`src/core/doms_pkg.sv`:
```
// Contract
// - interlock on: no panel entry with start
// - value 7 makes output-stop the interlock
// - output-stop logic 2 inverts interlock polarity
// - panel/external switching only while stopped; code also switches while running for value 6
// - panel/external switch honoured for 0,6,7
// - terminal code 16 assigns panel/external switch
// - mode-select table under panel/external switch
// - value 7: interlock off forces external
// - precedence select, interlock, net/ext, net/panel
// - network switches change mode only when stopped; code also does for value 6, and leaves network at once for 2
// - net/panel switch on panel, off network
// - startup 10 never selects external for 0/6
// - startup 10: 1 panel, 2 network fixed
// - startup 10, value 7 follows interlock
// - net/panel results refined by other inputs
// - startup 10, value 7, switch on: external
// - net/ext switch on network, off external
// - net/ext table for values 1, 2, 7; code ignores it for 1 and also applies it for 0 and 6
// - external result refined by other switches
// - mode-select accepts 0-4,6,7, resets 0
package doms_pkg;
  localparam logic [2:0] MSEL_RESET = 3'h0;
  localparam logic [2:0] MSEL_FREE = 3'h0;
  localparam logic [2:0] MSEL_PANEL = 3'h1;
  localparam logic [2:0] MSEL_EXT = 3'h2;
  localparam logic [2:0] MSEL_COMB3 = 3'h3;
  localparam logic [2:0] MSEL_COMB4 = 3'h4;
  localparam logic [2:0] MSEL_RUNSW = 3'h6;
  localparam logic [2:0] MSEL_LOCK = 3'h7;
  localparam logic [3:0] START_NET_PANEL = 4'ha;
  localparam logic [1:0] STOP_LOGIC_INV = 2'h2;
  localparam logic [6:0] CODE_PE_SW = 7'h10;
  localparam logic [6:0] CODE_NP_SW = 7'h41;
  localparam logic [6:0] CODE_NE_SW = 7'h42;
  localparam logic [6:0] CODE_LOCK = 7'h0c;
  localparam int N_TERM = 7;
  localparam logic [3:0] MODE_RESET = 4'h2;

  typedef enum logic [1:0] {
    DOMS_PANEL, DOMS_EXT, DOMS_NET, DOMS_COMB
  } doms_mode_t;

  typedef struct packed {
    logic [2:0] mode_select;
    logic [3:0] startup_mode;
    logic [1:0] stop_logic;
    logic net_src_zero;
    logic option_fitted;
  } doms_cfg_t;

  typedef struct packed {
    logic interlock;
    logic output_stop;
    logic fwd;
    logic rev;
    logic pe_sw;
    logic np_sw;
    logic ne_sw;
    logic at_rest;
  } doms_in_t;
endpackage

```
`src/core/doms_mode_selector.sv`:
```
`timescale 1ns/1ps
module doms_mode_selector #(
  parameter int N_TERM = doms_pkg::N_TERM
) (
  // clock and reset
  input wire logic i_mclk,
  input wire logic i_rst,
  // settings
  input wire doms_pkg::doms_cfg_t i_cfg,
  input wire logic i_cfg_we,
  input wire logic [6:0] i_term_func [N_TERM],
  // pins and drive state
  input wire doms_pkg::doms_in_t i_pins,
  // results
  output logic [3:0] o_mode_onehot,
  output logic o_output_stop,
  output logic o_interlock_active,
  output logic [2:0] o_mode_select
);
  doms_pkg::doms_cfg_t cfg_r;
  doms_pkg::doms_in_t s1_r, s2_r, s3_r, in_r;
  logic [3:0] mode_r, mode_nxt;
  logic as_pe, as_np, as_ne, as_lock;
  logic [N_TERM-1:0] hit_pe, hit_np, hit_ne, hit_lock;
  logic valid_sel, stopped, lock_raw, lock_on, free_sw, run_ok;
  doms_pkg::doms_mode_t want, cur;

  // terminal assignment decode
  genvar g;
  for (g = 0; g < N_TERM; g++) begin : g_term
    assign hit_pe[g] = (i_term_func[g] == doms_pkg::CODE_PE_SW);
    assign hit_np[g] = (i_term_func[g] == doms_pkg::CODE_NP_SW);
    assign hit_ne[g] = (i_term_func[g] == doms_pkg::CODE_NE_SW);
    assign hit_lock[g] = (i_term_func[g] == doms_pkg::CODE_LOCK);
  end
  assign as_pe = |hit_pe;
  assign as_np = |hit_np;
  assign as_ne = |hit_ne;
  assign as_lock = |hit_lock;

  always_comb begin
    unique case (i_cfg.mode_select)
      3'h0, 3'h1, 3'h2, 3'h3, 3'h4, 3'h6, 3'h7: valid_sel = 1'b1;
      default: valid_sel = 1'b0;
    endcase
  end

  always_ff @(posedge i_mclk or posedge i_rst) begin
    if (i_rst) begin
      cfg_r <= '0;
      cfg_r.mode_select <= doms_pkg::MSEL_RESET;
    end else if (i_cfg_we) begin
      cfg_r.startup_mode <= i_cfg.startup_mode;
      cfg_r.stop_logic <= i_cfg.stop_logic;
      cfg_r.net_src_zero <= i_cfg.net_src_zero;
      cfg_r.option_fitted <= i_cfg.option_fitted;
      if (valid_sel) begin
        cfg_r.mode_select <= i_cfg.mode_select;
      end
    end
  end

  // three-stage pin synchroniser, change taken when stages 2 and 3 agree
  always_ff @(posedge i_mclk or posedge i_rst) begin
    if (i_rst) begin
      s1_r <= '0;
      s2_r <= '0;
      s3_r <= '0;
      in_r <= '0;
    end else begin
      s1_r <= i_pins;
      s2_r <= s1_r;
      s3_r <= s2_r;
      for (int k = 0; k < 8; k++) begin
        if (s2_r[k] == s3_r[k]) begin
          in_r[k] <= s3_r[k];
        end
      end
    end
  end

  // interlock source: own terminal, else the output-stop pin
  always_comb begin
    if (as_lock) begin
      lock_raw = in_r.interlock;
    end else begin
      lock_raw = in_r.output_stop ^
                 (cfg_r.stop_logic == doms_pkg::STOP_LOGIC_INV);
    end
  end
  assign lock_on = lock_raw;
  // value 7 turns the output-stop pin into the interlock at once
  assign o_interlock_active = (cfg_r.mode_select == doms_pkg::MSEL_LOCK);

  assign stopped = in_r.at_rest & ~in_r.fwd & ~in_r.rev;
  assign free_sw = (cfg_r.mode_select == doms_pkg::MSEL_FREE) |
                   (cfg_r.mode_select == doms_pkg::MSEL_RUNSW) |
                   (cfg_r.mode_select == doms_pkg::MSEL_LOCK);
  assign run_ok = stopped |
                  (cfg_r.mode_select == doms_pkg::MSEL_RUNSW);

  always_comb begin
    unique case (mode_r)
      4'h1: cur = doms_pkg::DOMS_PANEL;
      4'h4: cur = doms_pkg::DOMS_NET;
      4'h8: cur = doms_pkg::DOMS_COMB;
      default: cur = doms_pkg::DOMS_EXT;
    endcase
  end

  // precedence: select, interlock, net/ext, net/panel, panel/ext, else current mode held
  always_comb begin
    logic pe_ext;
    logic np_off_pan;
    pe_ext = as_pe ? in_r.pe_sw : 1'b1;
    np_off_pan = (as_pe & ~in_r.pe_sw) |
                 (cfg_r.net_src_zero & ~cfg_r.option_fitted);
    want = cur;
    unique case (cfg_r.mode_select)
      doms_pkg::MSEL_PANEL: want = doms_pkg::DOMS_PANEL;
      doms_pkg::MSEL_COMB3,
      doms_pkg::MSEL_COMB4: want = doms_pkg::DOMS_COMB;
      doms_pkg::MSEL_EXT: begin
        if (cfg_r.startup_mode == doms_pkg::START_NET_PANEL) begin
          want = doms_pkg::DOMS_NET;
        end else if (as_ne) begin
          want = in_r.ne_sw ? doms_pkg::DOMS_NET : doms_pkg::DOMS_EXT;
        end else begin
          want = doms_pkg::DOMS_EXT;
        end
      end
      default: begin
        if (cfg_r.mode_select == doms_pkg::MSEL_LOCK && !lock_on) begin
          want = doms_pkg::DOMS_EXT;
        end else if (as_ne && in_r.ne_sw) begin
          want = doms_pkg::DOMS_NET;
        end else if (cfg_r.startup_mode == doms_pkg::START_NET_PANEL &&
                     as_np) begin
          if (cfg_r.mode_select == doms_pkg::MSEL_LOCK) begin
            want = pe_ext ? doms_pkg::DOMS_EXT : doms_pkg::DOMS_PANEL;
          end else if (in_r.np_sw) begin
            want = doms_pkg::DOMS_PANEL;
          end else begin
            want = np_off_pan ? doms_pkg::DOMS_PANEL :
                   doms_pkg::DOMS_NET;
          end
        end else if (as_ne) begin
          if (as_np) begin
            want = in_r.np_sw ? doms_pkg::DOMS_PANEL :
                   doms_pkg::DOMS_NET;
          end else begin
            want = (as_pe & ~in_r.pe_sw) ? doms_pkg::DOMS_PANEL :
                   doms_pkg::DOMS_EXT;
          end
        end else if (as_pe && free_sw) begin
          want = in_r.pe_sw ? doms_pkg::DOMS_EXT :
                 doms_pkg::DOMS_PANEL;
        end
      end
    endcase
  end

  always_comb begin
    mode_nxt = mode_r;
    if (want != cur) begin
      if (cfg_r.mode_select == doms_pkg::MSEL_LOCK && !lock_on) begin
        mode_nxt = 4'h2; // forced regardless of start
      end else if (cfg_r.mode_select == doms_pkg::MSEL_PANEL ||
                   cfg_r.mode_select == doms_pkg::MSEL_COMB3 ||
                   cfg_r.mode_select == doms_pkg::MSEL_COMB4 ||
                   (cfg_r.mode_select == doms_pkg::MSEL_EXT &&
                    (want != doms_pkg::DOMS_NET ||
                     cfg_r.startup_mode == doms_pkg::START_NET_PANEL))) begin
        mode_nxt = 4'h1 << want;
      end else if (run_ok) begin
        if (!(want == doms_pkg::DOMS_PANEL && lock_on &&
              (in_r.fwd | in_r.rev) &&
              cfg_r.mode_select == doms_pkg::MSEL_LOCK)) begin
          mode_nxt = 4'h1 << want;
        end
      end
    end
  end

  always_ff @(posedge i_mclk or posedge i_rst) begin
    if (i_rst) begin
      mode_r <= doms_pkg::MODE_RESET;
    end else begin
      mode_r <= mode_nxt;
    end
  end

  always_ff @(posedge i_mclk or posedge i_rst) begin
    if (i_rst) begin
      o_output_stop <= 1'b0;
    end else begin
      o_output_stop <= (cfg_r.mode_select == doms_pkg::MSEL_LOCK) ?
                       (lock_on & (mode_nxt == 4'h2)) :
                       in_r.output_stop;
    end
  end

  assign o_mode_onehot = mode_r;
  assign o_mode_select = cfg_r.mode_select;
endmodule

```
`config.mk`:
```
export PLATFORM = sky130hd
export DESIGN_NAME = doms_mode_selector
export DESIGN_NICKNAME = d
export VERILOG_FILES = /design/src/core/doms_pkg.sv /design/src/core/doms_mode_selector.sv
export SDC_FILE = /design/constraint.sdc
export NUM_CORES = 1
export LEC_CHECK = 0
export ABC_CLOCK_PERIOD_IN_PS = 2800
export BUFFER_PORTS_ARGS = -buffer_cell sky130_fd_sc_hd__clkbuf_2
export CAP_MARGIN = 20
export CORE_MARGIN = 4
export CORE_UTILIZATION = 30
export DETAILED_ROUTE_END_ITERATION = 8
export GPL_ROUTABILITY_DRIVEN = 0
export REMOVE_ABC_BUFFERS = 1
export SLEW_MARGIN = 20
export SYNTH_ARGS = -nofsm -noshare
export SYNTH_HDL_FRONTEND = slang
export SYNTH_SLANG_ARGS = --single-unit
```
`constraint.sdc`:
```
create_clock -name i_mclk -period 2.8 [get_ports i_mclk]
set_input_delay 0.14 -clock i_mclk [delete_from_list [all_inputs] [get_ports i_mclk]]
set_output_delay 0.14 -clock i_mclk [all_outputs]
set_load 0.05 [all_outputs]
```
[Yosys cells after proc, flatten, opt, wreduce, memory -nomap -nowiden]
Index checks and enable logic that the tools add are counted.
Word-level totals
  register bits after elaboration: 48
  output and inout bits: 9
  input bits: 71
Cells by class
  multiplexer cells: 27
  reductions and logical operators: 23
  shifts and indexed selects: 1
  bitwise logic cells: 15
  equality and inequality tests: 56
Operators with widths (number)
  $eq A7 B7 Y1 const B: 14
  $eq A7 B4 Y1 const B: 7
  $eq A7 B5 Y1 const B: 7
  $reduce_or A7 Y1: 5
  $mux W2: 13
  $mux W4: 5
  $eq A3 B3 Y1 const B: 6
  $eq A3 B2 Y1 const B: 4
  $pmux W2 S3: 2
  $eq A1 B1 Y1: 8
  $eq A4 B4 Y1 const B: 2
  $logic_and A1 B1 Y1: 8
  $mux W1: 7
  $eq A3 B1 Y1 const B: 2
  $logic_not A3 Y1: 2
  $and A1 B1 Y1: 5
  $or A1 B1 Y1: 5
  $eq A4 B1 Y1 const B: 1
  $eq A4 B2 Y1 const B: 1
  $eq A4 B3 Y1 const B: 1
  $logic_or A1 B1 Y1: 4
  $not A1 Y1: 4
  $shl A1 B2 Y4 const A: 1
  $eq A2 B2 Y1 const B: 1
  other kinds (7): 7

[Longest topological paths before layout]
  depth in word-level cells: 23
  mapped depth: 12

[Worst setup path after synthesis]
No wires, ideal clock.
  path type: register to register
  start point: reg cfg_r (netlist bit o_mode_select[0])
  end point: reg o_output_stop
  data required time: 2.708 ns
  slack: 0.065 ns
  data arrival time: 2.643 ns
  stages on the path, launching flop included: 13
  path through: dfrtp_1 > buf_2 > or2_1 > nor2_1 > a21oi_1 > a31o_1 > o2111a_1 > o31ai_2 > o311ai_4 > a31oi_1 > a21bo_1 > a211o_1 > o31ai_2
Between the ends
  cells in the longest elaborated chain, start to end: 22
  elaborated cells between the ends (all ways): 40
  classes of those cells: 9 x eq/ne; 1 x shift; 13 x mux; 4 x bitwise; 13 x reduce/logical
RTL lines
  start: declaration: RTL line doms_mode_selector.sv:20  | doms_pkg::doms_cfg_t cfg_r;
  $eq A3 B3 Y1 or $logic_not A3 Y1 (tied branches): RTL line doms_mode_selector.sv:97, doms_mode_selector.sv:100, doms_mode_selector.sv:96
  $or A1 B1 Y1: RTL line doms_mode_selector.sv:96  | assign free_sw = (cfg_r.mode_select == doms_pkg::MSEL_FREE) |
  $or A1 B1 Y1: RTL line doms_mode_selector.sv:97  | (cfg_r.mode_select == doms_pkg::MSEL_RUNSW) |
  $logic_and A1 B1 Y1: RTL line doms_mode_selector.sv:155  | end else if (as_pe && free_sw) begin
  $mux W2: RTL line doms_mode_selector.sv:155
  $mux W2: RTL line doms_mode_selector.sv:147  | end else if (as_ne) begin
  $mux W2: RTL line doms_mode_selector.sv:137  | end else if (cfg_r.startup_mode == doms_pkg::START_NET_PANEL &&
  $mux W2: RTL line doms_mode_selector.sv:135  | end else if (as_ne && in_r.ne_sw) begin
  (+6 left out)
  $mux W4: RTL line doms_mode_selector.sv:176  | if (!(want == doms_pkg::DOMS_PANEL && lock_on &&
  $mux W4: RTL line doms_mode_selector.sv:175  | end else if (run_ok) begin
  $mux W4: RTL line doms_mode_selector.sv:168  | end else if (cfg_r.mode_select == doms_pkg::MSEL_PANEL ||
  $mux W4: RTL line doms_mode_selector.sv:166  | if (cfg_r.mode_select == doms_pkg::MSEL_LOCK && !lock_on) begin
  $mux W4: RTL line doms_mode_selector.sv:165  | if (want != cur) begin
  $eq A4 B2 Y1: RTL line doms_mode_selector.sv:198  | (lock_on & (mode_nxt == 4'h2)) :
  $and A1 B1 Y1: RTL line doms_mode_selector.sv:198
  $mux W1 (*): RTL line doms_mode_selector.sv:197  | o_output_stop <= (cfg_r.mode_select == doms_pkg::MSEL_LOCK) ?
  end signal: assignment: RTL line doms_mode_selector.sv:197
  end: declaration: RTL line doms_mode_selector.sv:16  | output logic o_output_stop,
Mark *: on every way between the ends. The rest lies on a longest branch, timed or not.
A chain may end at the register's enable or synchronous reset.

[Worst setup path after layout]
  start point: reg cfg_r (netlist bit o_mode_select[1])
  end point: reg o_output_stop
The elaborated chain is that of the path after synthesis.

==> flow_summary.ini <==
[worst_setup_path]
cp-start-kind = register
crit_slowest_cell = dfrtp_1
regToRegSetupSlack_ns = 0.14
slowest_delay_ns = 0.38
end_kind = register
reg2regPathDepth = 12
worst-path-buf-inv = 1
arrival_ns = 2.85
r2r_end = o_output_stop$_DFF_PP0_
cp_max_fo = 3
critPathKind = register to register
r2r-start = o_mode_select[1]$_DFFE_PP0P_
cp_data_required_time_ns = 2.99
crit_family = compound AO/OA/AOI/OAI gates
path_cells = or2_1, nor2_2, a21oi_2, a31o_1, o2111a_2, o31ai_4, o311ai_4, a31oi_2, a21bo_1, buf_4, a32oi_2, o31ai_2

[outcome]
status = finished, violations left
violations = hold timing

[sta]
finalHoldViolations = 47
max_slew_margin = 0.464
setup_viol = 0
finalCriticalPeriod_ns = 2.66
tightestPinTransition_ns = 0.804
max_freq_ghz = 0.376
holdWs_ns = -0.0543
layout_setup_ws_ns = 0.140
final_max_slew_viol_count = 0
finClkSkew_ns = 0.00312
fin_crit_sh = 0.950

[pwr]
comb_power_share = 0.413
vdd_drop_max_mv = 0.342
leakage_nw = 1.44
seqPwrFrac = 0.393
netSwitchingPower_w = 0.000793
clockPowerShare = 0.194
powerDensity_nw_per_um2 = 643
internal_power_w = 0.00134
swShare = 0.373

[synth]
synth_edf_count = 0
synth_cell_types = 59
synth_cells = 227
netlist_area_um2 = 2470
synth_ff_type = dfrtp_1
syn_area_per_cell_um2 = 10.9
synth_seq_cells = 48
yosysWarnings = 0
synth.area.top_cells = dfrtp_1, nor4b_1, maj3_1
synth_area_leader_cell = dfrtp_1
synth_top_area_frac = 0.476
synth_seq_area_share = 0.487
ys_async_sr_fraction = 1.00

[die]
die_area_um2 = 9750
die_w_um = 98.8
initial_core_util = 0.313
row_count = 32
die_h_um = 98.8
core_um2 = 7890
ios = 80

[clocking]
worstSkewPairLatency_ns = 0.29
path_clk_slew_ns = 0.09
htree_levels = 2
cts.sinks = 48
cts_buffers = 5
cts_buffer_depth = 2
cts_root_buf = clkbuf_8
cts_tree = built

[drt]
firstDrtPassIters = 5
routed-via-count = 2167
wl_per_cell_um = 14.2
wl_um = 6120
vias_per_cell = 5.03
ant_nets = 0
drc_errors = 0
dr.first_iter.drc_count = 102

[layout]
fin_cells = 431
antenna_cells = 0
fillCellCount = 772
final_cell_area_um2 = 3310
syn2layout_area_growth_pct = 34.0
layout.nets = 399
ff_latch_area_um2 = 1200
drive_gt1_frac = 0.401
multi_input_area_um2 = 1280

[global_routing]
grt_pass1_vias = 2198
grt_pass1_wl_um = 10300
grt-ovfl-total = 0
grt_antenna_before_repair = 0
grt_use_total = 0.127
grt_max_degree = 49

[place]
dpl_cell_area_um2 = 3040
hpwlAfterDp_um = 4770
post-place-cells = 412
numPortBuffers = 79
pre_cts_slack_ns = -0.0269

[worst_hold_path]
min_path_type = primary input to asynchronous set/reset pin

[run]
drv_cap = 0
-- metrics by stage --
stage	setup TNS, ns	power [W]	hold slack (ns)	utilization
CTS	0	0.00205	0.0407	0.409
floorplan	-0.172	0.00136	0.171	-
finish	0	0.00213	-0.0543	0.420
detailed placement	-0.0269	0.00162	0.250	0.385
global placement	0	0.00161	0.248	0.385
global route	-0.00716	0.00226	0.0137	0.420
-- cell type report --
cell class                 instances  area share
clock buffer                       6      0.0219
clock inverter                     2     0.00491
inverter                           8     0.00944
multi-input combinational        164       0.387
sequential                        48       0.363
tap                              102      0.0385
timing repair buffer             101       0.175
-- placed cells by master (no fill, tap or decap), types with 10 or more instances in the layout --
cell      instances
buf_4            14
nand3_1          14
dfrtp_1          47
nand2_1          13
nor3_1           11
nor2_1           12
clkbuf_2         79
nor4b_1          10
-- kinds of logic after synthesis --
family | Yosys count | synth area share
DFF | 48 | 0.487
and+or+nand+nor | 96 | 0.236
AOI/OAI and AO/OA | 46 | 0.160
buffers and inverters | 15 | 0.0278
xor gates and xnor gates | 6 | 0.0213
muxes | 8 | 0.0360
adders and majority gates | 8 | 0.0324
-- worst register-to-register path, delay by kind of cell (launching register included) --
| kind | cells | cell delay, ns |
|---|---|---|
| flip-flops | 1 | 0.38 |
| AND/OR/NAND/NOR | 2 | 0.41 |
| AO/OA/AOI/OAI | 9 | 1.62 |
| buffers and inverters | 1 | 0.14 |
-- power by group through the flow --
stage / combinational (W) / clock (W) / sequential (W)
global route: 0.000954 / 0.000452 / 0.000850
detailed placement: 0.000766 / 0 / 0.000849
CTS: 0.000788 / 0.000426 / 0.000835
global placement: 0.000761 / 0 / 0.000846
floorplan: 0.000409 / 0 / 0.000949
finish: 0.000880 / 0.000412 / 0.000837
-- state kept, by name, summed over array words and instances, names as in the netlist --
name,cells
o_output_stop,1
s3_r,8
s1_r,8
s2_r,8
o_mode_select,3
in_r,8
cfg_r,8
o_mode_onehot,4
-- worst max-delay path by stage --
stage,from,end,cells after the start
2_1_floorplan,o_mode_select[0]$_DFFE_PP0P_,o_output_stop$_DFF_PP0_,11
3_3_place_gp,i_term_func[7],o_output_stop$_DFF_PP0_,11
3_5_place_dp,i_term_func[15],o_output_stop$_DFF_PP0_,12
4_1_cts,o_mode_select[0]$_DFFE_PP0P_,o_output_stop$_DFF_PP0_,11
5_1_grt,cfg_r[2]$_DFFE_PP0P_,o_output_stop$_DFF_PP0_,10
6_report,o_mode_select[1]$_DFFE_PP0P_,o_output_stop$_DFF_PP0_,12
-- Yosys cell counts, drive strengths merged (4+ instances only) --
| cell | n |
|---|---|
| a21oi | 8 |
| buf | 4 |
| dfrtp | 47 |
| inv | 8 |
| maj3 | 8 |
| mux2 | 7 |
| nand2 | 13 |
| nand3 | 14 |
| nand4 | 8 |
| nand4b | 7 |
| nor2 | 14 |
| nor3 | 12 |
| nor4 | 4 |
| nor4b | 10 |
| o21ai | 5 |
| o31ai | 5 |
| xnor2 | 4 |
-- per-layer routing --
metal  vias up  wire [µm]  GRT usage
met3         6        391     0.0276
met5         -          0          0
met2        65       2820      0.205
li1       1076          -          -
met4         0         67     0.0357
met1      1020       2850      0.172
-- timing repair --
action / 4_1_cts / 5_1_grt
resized for setup: 1 / 12
endpoints found under the hold margin: 8 / 0
buffers inserted: 1 / 2
pin swaps: 2 / 9
endpoints found under the setup margin: 1 / 2
hold buffers: 8 / 0
No activity file was read; power rests on OpenSTA's default activity.
